[src/logic/sag_pkg.sv]
// Purpose: constants for spectral gain, flicker and auto-zero configuration
// Assumes: byte-wide register port, 10 MHz system clock
// Notes:   offsets are the printed byte addresses
package sag_pkg;
  localparam logic [7:0] ADDR_PERS     = 8'h65;
  localparam logic [7:0] ADDR_SGAIN    = 8'hc6;
  localparam logic [7:0] ADDR_FTIME_LO = 8'he0;
  localparam logic [7:0] ADDR_FTIME_HI = 8'he2;

  localparam int PERS_LSB  = 0;
  localparam int PERS_MSB  = 2;
  localparam int SGAIN_LSB = 0;
  localparam int SGAIN_MSB = 4;
  localparam int FGAIN_LSB = 3;
  localparam int FGAIN_MSB = 7;
  localparam int THI_LSB   = 0;
  localparam int THI_MSB   = 2;

  localparam logic [2:0] PERS_RST  = 3'h2;
  localparam logic [4:0] SGAIN_RST = 5'h09;
  localparam logic [4:0] FGAIN_RST = 5'h09;
  localparam logic [2:0] THI_RST   = 3'h1;
  localparam logic [7:0] TLO_RST   = 8'h67;
  localparam logic [4:0] GAIN_MAX  = 5'h0c;

  localparam int NUM_CH      = 6;
  localparam int FLK_CH      = 5;
  localparam int STEP_PS     = 2780;
  localparam int CLK_NS      = 100;
  localparam int AZ_TIME_US  = 15000;
  localparam int AZ_CYCLES   = (AZ_TIME_US * 1000) / CLK_NS;
  localparam int AZ_CNT_W    = 18;
endpackage : sag_pkg

[src/logic/sag_az_timer.sv]
// Purpose: auto-zero operation timer
// Assumes: start is a one-cycle pulse
// Notes:   starts while busy are ignored
`timescale 1ns/1ps
module sag_az_timer #(
  parameter int AZ_CYCLES = sag_pkg::AZ_CYCLES
) (
  input  wire logic clk,
  input  wire logic srst,
  input  wire logic start,
  output logic      busy,
  output logic      done
);
  typedef enum logic {SAG_AZ_IDLE, SAG_AZ_RUN} sag_az_e;
  typedef struct packed {
    sag_az_e                        st;
    logic [sag_pkg::AZ_CNT_W-1:0]   cnt;
    logic                           busy;
    logic                           done;
  } sag_az_s;

  localparam logic [sag_pkg::AZ_CNT_W-1:0] LAST = sag_pkg::AZ_CNT_W'(AZ_CYCLES - 1);

  sag_az_s s_r;
  sag_az_s s_nxt;

  always_comb begin
    s_nxt      = s_r;
    s_nxt.done = 1'b0;
    case (s_r.st)
      SAG_AZ_IDLE: begin
        if (start) begin
          s_nxt.st   = SAG_AZ_RUN;
          s_nxt.cnt  = '0;
          s_nxt.busy = 1'b1;
        end
      end
      SAG_AZ_RUN: begin
        if (s_r.cnt == LAST) begin
          s_nxt.st   = SAG_AZ_IDLE;
          s_nxt.busy = 1'b0;
          s_nxt.done = 1'b1;
        end else begin
          s_nxt.cnt = s_r.cnt + 1'b1;
        end
      end
      default: s_nxt.st = SAG_AZ_IDLE;
    endcase
  end

  always_ff @(posedge clk) begin
    if (srst) begin
      s_r <= '{st: SAG_AZ_IDLE, cnt: '0, busy: 1'b0, done: 1'b0};
    end else begin
      s_r <= s_nxt;
    end
  end

  assign busy = s_r.busy;
  assign done = s_r.done;
endmodule : sag_az_timer

[src/logic/sag_top.sv]
// Purpose: ADC gain, flicker time, persistence and auto-zero control
// Assumes: host register port is synchronous to SYS_CLK
// Notes:   read data is valid one cycle after the address
//
// Notes on behaviour
// - six ADC channels get gain settings and auto-zero control
// - spectral gain code in bits 4:0, reset value 9, 0.5x doubling to 2048x
// - flicker gain code in bits 7:3, reset 9, drives only channel 5
// - flicker step high bits 2:0 reset 1; frozen while flicker enabled and powered
// - flicker status changes after enough consecutive differing results; 3-bit setting, reset 2
// - needed count is two to the setting minus one; zero updates every result
// - flicker interrupt event only when persisted status changes
// - auto-zero of spectral engines started by AZ_REQUEST when idle (requests while busy ignored), about 15 ms each
// - channel 5 follows spectral settings unless flicker enable is set
// - flicker step count is 11 bits, time equals count times 2.78 ns
`timescale 1ns/1ps
module sag_top #(
  parameter int AZ_CYCLES = sag_pkg::AZ_CYCLES
) (
  input  wire logic        SYS_CLK,
  input  wire logic        SRST,
  input  wire logic [7:0]  REG_ADDR,
  input  wire logic        REG_WR,
  input  wire logic [7:0]  REG_WDATA,
  output logic      [7:0]  REG_RDATA,
  input  wire logic        FLICKER_ENABLE,
  input  wire logic        POWER_ON_BIT,
  input  wire logic        FLICKER_RESULT_VALID,
  input  wire logic        FLICKER_RESULT,
  input  wire logic        AZ_REQUEST,
  output logic      [4:0]  SPECTRAL_GAIN,
  output logic      [4:0]  ADC5_GAIN,
  output logic             ADC5_FLICKER_TIMING,
  output logic      [10:0] FLICKER_STEPS,
  output logic             FLICKER_STATUS,
  output logic             FLICKER_IRQ_EVENT,
  output logic      [5:0]  AZ_CHANNEL_MASK,
  output logic             AZ_BUSY,
  output logic             AZ_DONE
);
  typedef struct packed {
    logic [2:0]  pers;
    logic [4:0]  sgain;
    logic [4:0]  fgain;
    logic [2:0]  thigh;
    logic [7:0]  tlow;
    logic [6:0]  cnt;
    logic        status;
    logic        irq;
    logic [7:0]  rdata;
    logic [4:0]  adc5_gain;
    logic        adc5_sep;
    logic [10:0] steps;
    logic [5:0]  az_mask;
  } sag_main_s;

  sag_main_s s_r;
  sag_main_s s_nxt;

  function automatic logic gain_ok(input logic [4:0] code);
    return code <= sag_pkg::GAIN_MAX;
  endfunction : gain_ok

  function automatic logic [6:0] pers_need(input logic [2:0] p);
    return (p == 3'h0) ? 7'h01 : 7'(7'h01 << (p - 3'h1));
  endfunction : pers_need

  logic       time_lock;
  logic [4:0] wr_sgain;
  logic [4:0] wr_fgain;
  logic [6:0] cnt_inc;

  assign wr_sgain = REG_WDATA[sag_pkg::SGAIN_MSB:sag_pkg::SGAIN_LSB];
  assign wr_fgain = REG_WDATA[sag_pkg::FGAIN_MSB:sag_pkg::FGAIN_LSB];
  assign cnt_inc  = s_r.cnt + 7'h01;
  assign time_lock = FLICKER_ENABLE & POWER_ON_BIT;

  ////////////////////////////////////////////////////////////////////////////
  always_comb begin
    s_nxt     = s_r;
    s_nxt.irq = 1'b0;
    if (REG_WR) begin
      case (REG_ADDR)
        sag_pkg::ADDR_PERS: begin
          s_nxt.pers = REG_WDATA[sag_pkg::PERS_MSB:sag_pkg::PERS_LSB];
        end
        sag_pkg::ADDR_SGAIN: begin
          if (gain_ok(wr_sgain)) begin
            s_nxt.sgain = wr_sgain;
          end
        end
        sag_pkg::ADDR_FTIME_LO: begin
          if (!time_lock) begin
            s_nxt.tlow = REG_WDATA;
          end
        end
        sag_pkg::ADDR_FTIME_HI: begin
          if (gain_ok(wr_fgain)) begin
            s_nxt.fgain = wr_fgain;
          end
          if (!time_lock) begin
            s_nxt.thigh = REG_WDATA[sag_pkg::THI_MSB:sag_pkg::THI_LSB];
          end
        end
        default: begin
        end
      endcase
    end

    if (FLICKER_RESULT_VALID) begin
      if (FLICKER_RESULT == s_r.status) begin
        s_nxt.cnt = 7'h00;
      end else if (cnt_inc >= pers_need(s_r.pers)) begin
        s_nxt.cnt    = 7'h00;
        s_nxt.status = FLICKER_RESULT;
        s_nxt.irq    = 1'b1;
      end else begin
        s_nxt.cnt = cnt_inc;
      end
    end

    case (REG_ADDR)
      sag_pkg::ADDR_PERS:     s_nxt.rdata = {5'h00, s_r.pers};
      sag_pkg::ADDR_SGAIN:    s_nxt.rdata = {3'h0, s_r.sgain};
      sag_pkg::ADDR_FTIME_LO: s_nxt.rdata = s_r.tlow;
      sag_pkg::ADDR_FTIME_HI: s_nxt.rdata = {s_r.fgain, s_r.thigh};
      default:                s_nxt.rdata = 8'h00;
    endcase

    s_nxt.adc5_sep  = FLICKER_ENABLE;
    s_nxt.adc5_gain = FLICKER_ENABLE ? s_r.fgain : s_r.sgain;
    s_nxt.steps     = {s_r.thigh, s_r.tlow};
    // auto-zero covers ch5 with flicker on
    s_nxt.az_mask   = {FLICKER_ENABLE, 5'h1f};
  end

  always_ff @(posedge SYS_CLK) begin
    if (SRST) begin
      s_r <= '{pers: sag_pkg::PERS_RST, sgain: sag_pkg::SGAIN_RST,
               fgain: sag_pkg::FGAIN_RST, thigh: sag_pkg::THI_RST,
               tlow: sag_pkg::TLO_RST, cnt: 7'h00, status: 1'b0, irq: 1'b0,
               rdata: 8'h00, adc5_gain: sag_pkg::SGAIN_RST, adc5_sep: 1'b0,
               steps: {sag_pkg::THI_RST, sag_pkg::TLO_RST}, az_mask: 6'h1f};
    end else begin
      s_r <= s_nxt;
    end
  end

  ////////////////////////////////////////////////////////////////////////////
  // auto-zero duration
  sag_az_timer #(
    .AZ_CYCLES (AZ_CYCLES)
  ) u_az (
    .clk   (SYS_CLK),
    .srst  (SRST),
    .start (AZ_REQUEST),
    .busy  (AZ_BUSY),
    .done  (AZ_DONE)
  );

  assign REG_RDATA           = s_r.rdata;
  assign SPECTRAL_GAIN       = s_r.sgain;
  assign ADC5_GAIN           = s_r.adc5_gain;
  assign ADC5_FLICKER_TIMING = s_r.adc5_sep;
  assign FLICKER_STEPS       = s_r.steps;
  assign FLICKER_STATUS      = s_r.status;
  assign FLICKER_IRQ_EVENT   = s_r.irq;
  assign AZ_CHANNEL_MASK     = s_r.az_mask;
endmodule : sag_top

[config.mk]
export PLATFORM = sky130hd
export DESIGN_NAME = sag_top
export DESIGN_NICKNAME = d
export VERILOG_FILES = /design/src/logic/sag_pkg.sv /design/src/logic/sag_az_timer.sv /design/src/logic/sag_top.sv
export SDC_FILE = /design/constraint.sdc
export NUM_CORES = 1
export LEC_CHECK = 0
export BUFFER_PORTS_ARGS = -buffer_cell sky130_fd_sc_hd__buf_2
export CAP_MARGIN = 20
export CELL_PAD_IN_SITES_DETAIL_PLACEMENT = 1
export CELL_PAD_IN_SITES_GLOBAL_PLACEMENT = 2
export CORE_ASPECT_RATIO = 1.2
export CORE_MARGIN = 4
export CORE_UTILIZATION = 37
export DETAILED_ROUTE_END_ITERATION = 8
export PLACE_DENSITY_LB_ADDON = 0.1
export REMOVE_ABC_BUFFERS = 1
export SLEW_MARGIN = 30
export SYNTH_ARGS = -nofsm -noshare
export SYNTH_HDL_FRONTEND = slang
export SYNTH_SLANG_ARGS = --single-unit
[constraint.sdc]
create_clock -name SYS_CLK -period 7.1 [get_ports SYS_CLK]
set_input_delay 0.355 -clock SYS_CLK [delete_from_list [all_inputs] [get_ports SYS_CLK]]
set_output_delay 0.355 -clock SYS_CLK [all_outputs]
set_load 0.05 [all_outputs]
# Yosys cells after proc, flatten, opt, wreduce, memory -nomap -nowiden
# Cells that the tools add are included.
[totals]
register_bits = 84
in_bits = 24
output_inout_bits = 40
[op_classes]
addsub = 3
n_lt_le_gt_ge = 3
n_eq_ne = 9
shifts = 1
n_mux = 11
n_bitwise = 5
n_reduce_logical = 11
[ops]
columns = ["cell", "count"]
rows = [
  ["$pmux W20 S2", 1],
  ["$pmux W8 S4", 1],
  ["$eq A8 B8 Y1 const B", 3],
  ["$mux W7", 3],
  ["$mux W20", 1],
  ["$add A18 B1 Y18 const B", 1],
  ["$eq A18 B18 Y1 const B", 1],
  ["$mux W18", 1],
  ["$reduce_and A3 Y1", 5],
  ["$le A5 B4 Y1 const B", 2],
  ["$eq A8 B7 Y1 const B", 1],
  ["$add A7 B1 Y7 const B", 1],
  ["$ge A7 B7 Y1", 1],
  ["$shl A1 B3 Y7 const A", 1],
  ["$ne A2 B2 Y1 const B", 3],
  ["$reduce_and A2 Y1", 3],
  ["$mux W5", 1],
  ["$mux W2", 2],
  ["$not A1 Y1", 4],
  ["$logic_not A3 Y1", 1],
  ["$reduce_or A3 Y1", 1],
  ["$sub A3 B1 Y3 const B", 1],
  ["$reduce_or A2 Y1", 1],
  ["$and A1 B1 Y1", 1],
  ["other kinds (2)", 2],
]

# Logic depth before layout (Yosys ltp)
[logic_depth]
word_depth = 6
depth_mapped = 10

# Hierarchy
# Synthesis repeated with hierarchy kept, for this count alone.
[unflattened]
hier_cells = 408
hier_area_um2 = 3853.7
[by_module_without_submodules]
columns = ["mod", "n_inst", "cells_each", "area_per_inst_um2", "seq_area_each_um2"]
rows = [
  ["sag_top", 1, 286, 2777.7, 1161.1],
  ["sag_az_timer", 1, 122, 1076.0, 420.4],
]

# Worst setup path before layout
# No wires, ideal clock.
[synth_path]
path_type = "register to register"
startpoint = "reg s_r[33] (netlist bit)"
endpoint = "reg s_r[35] (netlist bit)"
setup_time_ps = 91
t_arrival_ps = 2211
required_ps = 7009
path_slack_ps = 4798
path_stages_with_launch = 10
path_buffers = 0
synth_period_minus_slack_ps = 2302
path_cell_list = "dfxtp_1 -> ha_1 -> nand3_1 -> nor2_1 -> xor2_1 -> ha_1 -> and4_1 -> a211oi_2 -> a21oi_1 -> a311oi_1"
[synth_via]
elab_chain_cells = 4
[synth_lines]
columns = ["item", "line_no", "rtl"]
rows = [
  ["from (decl)", "sag_top.sv:57", "sag_main_s s_r;"],
  ["from (signal assigned)", "sag_top.sv:139", "s_r <= '{pers: sag_pkg::PERS_RST, sgain: sag_pkg::SGAIN_RST,"],
  ["from (signal assigned)", "sag_top.sv:145", "s_r <= s_nxt;"],
  ["$add A7 B1 Y7 (*)", "sag_top.sv:75", "assign cnt_inc = s_r.cnt + 7'h01;"],
  ["$ge A7 B7 Y1", "sag_top.sv:113", "end else if (cnt_inc >= pers_need(s_r.pers)) begin"],
  ["$mux W7 (*)", "sag_top.sv:113", ""],
  ["$mux W7 (*)", "sag_top.sv:111", "if (FLICKER_RESULT == s_r.status) begin"],
]
# Every way passes the cells marked *; elsewhere a longest branch is shown, timed or not.
# A chain may end at the register's enable or synchronous reset.

# Worst setup path after layout
# Same ends and word-level chain as after synthesis.

==> summary.md <==
| Metric | Value |
|---|---|
| Status | completed |
| CTS tree | yes |
| Most used cell, CP | ha_1 |
| Clock buffer count from CTS | 9 |
| DRT Pass-1 Iters | 4 |
| Reg2reg end | s_r[35]$_SDFFE_PP0P_ |
| Die height | 121 um |
| Area Growth Syn to Fin | 11.7% |
| Vias per std cell | 5.30 |
| Largest net degree at the start of global routing | 51 |
| Layout Nets | 476 |
| Max-slew violations | 0 |
| # Post-CTS Setup Buffers | 0 |
| RSZ-0062 raised after global routing | false |
| GRT Util Overall | 16.0% |
| Arr. time, crit path | 2.86 ns |
| Drt drc | 0 |
| CP Data Required Time | 7.34 ns |
| First-pass GRT wire length | 15.5 mm |
| Setup Crit Path Kind | flip-flop to flip-flop |
| Yosys warns | 0 |
| Post-route ant nets | 0 |
| Port Buffers | 58 |
| R2r setup slk | 4.48 ns |
| Register-to-Register Path Depth | 9 |
| CP Capture Type | flip-flop |
| Final hold vios | 0 |
| Layout cells sized above 1 | 23.0% |
| Post-synth EDFFs | 0 |
| Setup WS pre-CTS | 4.33 ns |
| Clk_lat worst skew | 0.33 ns |
| Slew HR | 59.9% |
| Final worst path period share | 36.9% |
| Hpwl dp | 6.97 mm |
| Worst R2R Start | s_r[33]$_SDFFE_PP0P_ |
| Crit start category | flip-flop |
| Iteration-0 DRC count of the detailed router | 75 |
| Root Driver | clkbuf_16 |
| Post-route clock skew | 0.00803 ns |
| N_diodes | 0 |
| WHS | 0.277 ns |
| Worst-margin pin slew | 0.600 ns |
| CP max FO | 8 |
| Grt ovf | 0 |
| Reg clk slew, reported paths | 0.06 ns |
| Critical Path Sink | s_r[35]$_SDFFE_PP0P_ |
| Final setup margin | 4.48 ns |
| Pleak | 1.78 nW |
| DIE WIDTH | 102 um |
| PwrDens | 233 nW/um^2 |
| Count of state elements after synthesis | 79 |
| Async S/R FF share, synth | 0% |
| Cts hold-fix bufs | 0 |
| Worst min-delay path category | input pin to flip-flop |
| Max-Cap Viols | 0 |
| Worst Setup SP | s_r[33]$_SDFFE_PP0P_ |
| Peak supply drop | 0.0864 mV |
| Final Wtd Congestion | 0.751 |
| Sink Count | 79 |
| Final Power | 1.02 mW |
| CP peak stage delay | 0.45 ns |
| FP Rows | 40 |
| Initial antenna violation count | 0 |
| Syn Inst Count | 421 |
| Crit-path cells | ha_1 > nand3_1 > xnor2_1 > ha_1 > a211oi_1 > o21bai_1 > a211oi_2 > a21oi_1 > a311oi_1 |
| WL final | 9.53 mm |
| WL per Instance | 16.6 um |
| H-tree levels | 3 |
| Critical path's top delay family | compound AO/OA/AOI/OAI gates |
| Ys flop type | dfxtp_1 |
| CP bufs+invs | 0 |
| Syn_area_per_cell | 9.28 um^2 |
| Worst path slowest cell | a211oi_2 |
| CTS max path bufs | 2 |
| Post-route setup TNS | 0 ns |
| Initial Util | 38.5% |
| Vias | 3042 |
| IO Pins | 64 |
| Post-Syn Area | 3910 um^2 |
| F_max | 382 MHz |
| CTS resizes | 0 |
| Final min period | 2.62 ns |
| Core Area | 10200 um^2 |
| Die area | 12300 um^2 |
| Sequential area share after synthesis | 40.5% |
| WP depth | 9 |
| Synth cell types | 63 |
| Final setup fails | 0 |
| Vias in the first global route | 3083 |
-- where the power goes --
part | switching, mW | internal (mW) | leakage (nW)
Combinational | 0.0409 | 0.0186 | 0.984
Sequential | 0.00426 | 0.446 | 0.638
Clock | 0.187 | 0.319 | 0.155
-- cells in the mapped netlist, types with 2 or more instances --
library cell  number  area (um^2)
and3_1             7         43.8
nand3b_1           6         45.0
o21ai_2            2         17.5
dfxtp_1           79         1580
ha_1               9          113
nor3_1             2         10.0
nand2_1           38          143
o211ai_1           2         15.0
nor4_4             2         42.5
a222oi_1           3         30.0
o21ai_1            2         10.0
nand4_1            3         18.8
mux2i_1           32          320
a22o_1             5         43.8
a21boi_0           2         15.0
nor2_1            44          165
nand4b_1           2         17.5
nor3b_1            3         22.5
a22oi_1            7         52.6
nor3b_2            2         25.0
inv_1              3         11.3
a21o_1             2         15.0
and2_1             2         12.5
nand2b_1           4         25.0
or3b_2             2         17.5
or2_2              7         43.8
and4b_1            2         20.0
xor2_1             4         35.0
xnor2_1            2         17.5
clkbuf_1          11         41.3
nand3_1           12         60.1
a31oi_1           13         81.3
a311oi_1           4         35.0
nor2b_1           11         68.8
a21oi_1           13         65.1
buf_4             39          293
o21ai_0           11         55.1
a41oi_1            2         17.5
-- through the flow --
step,instance area (um^2),instances,utilization [%]
after floorplan,3570,372,-
after detailed placement,4030,558,39.7
after global routing,4360,574,43.0
final,4360,574,43.0
after global placement,4030,558,39.7
after CTS,4360,574,43.0
-- sequential cells by signal (all words and copies together), names as in the netlist --
| name | flops |
|---|---|
| ADC5_GAIN | 5 |
| AZ_CHANNEL_MASK | 1 |
| FLICKER_IRQ_EVENT | 1 |
| FLICKER_STATUS | 1 |
| FLICKER_STEPS | 11 |
| REG_RDATA | 8 |
| SPECTRAL_GAIN | 5 |
| s_nxt | 11 |
| s_r | 15 |
| u_az.busy | 1 |
| u_az.done | 1 |
| u_az.s_r | 19 |
-- worst min path at each step --
stage / startpoint / to / slack [ns] / cells after the start
global route: FLICKER_RESULT_VALID / s_r[35]$_SDFFE_PP0P_ / 0.28 / 2
floorplan: SRST / FLICKER_STATUS$_SDFFE_PP0P_ / 0.42 / 1
CTS: FLICKER_RESULT_VALID / s_r[35]$_SDFFE_PP0P_ / 0.26 / 2
detailed placement: s_nxt[11]$_SDFFE_PP1P_ / FLICKER_STEPS[5]$_SDFF_PP1_ / 0.47 / 1
global placement: u_az.s_r[19]$_SDFFE_PP0P_ / u_az.s_r[19]$_SDFFE_PP0P_ / 0.46 / 1
finish: FLICKER_RESULT_VALID / s_r[35]$_SDFFE_PP0P_ / 0.28 / 2
-- kinds of logic (layout without fill, tap and decap cells) --
kind of cell	after synthesis	count (layout)	synth area share, %
flip-flops	79	79	40.5
XOR/XNOR	6	6	1.34
other	1	5	0.0959
multiplexers	32	32	8.19
buffers and inverters	57	80	9.44
adder cells (fa/ha/maj)	9	9	2.88
AND/OR/NAND/NOR	162	162	23.9
AO/OA/AOI/OAI	75	75	13.6
-- cell usage in the layout (no fill, tap or decap), types with 5 or more instances in the layout --
master and n:
nand3b_1 6, a21oi_1 13, or2_2 7, nor2b_1 11
clkbuf_16 9, nor2_1 44, nand3_1 12, a22oi_1 7
buf_2 58, dfxtp_1 79, and3_1 7, o21ai_0 11
mux2i_1 32, nand2_1 38, a22o_1 5, a31oi_1 13
ha_1 9, conb_1 5
-- metal layers --
layer  part of all wire [%]  up-vias  wire length, um  GRT usage, %
li1                       -     1500                -             -
met1                     44     1485             4230          19.2
met2                     50       46             4780          28.1
met3                    4.2       11              396          3.52
met4                    1.2        0              119          4.92
met5                      0        -                0             0
-- area by class of cell --
| cell class | count | area, um^2 |
|---|---|---|
| flip-flops and latches | 79 | 1580 |
| fillers | 1182 | 5800 |
| inverters | 4 | 15.0 |
| multi-input cells | 289 | 1970 |
| clock inverters | 6 | 92.6 |
| well taps | 126 | 158 |
| repair buffers | 60 | 305 |
| clock buffers | 10 | 239 |
No activity file was read; power rests on OpenSTA's default activity.
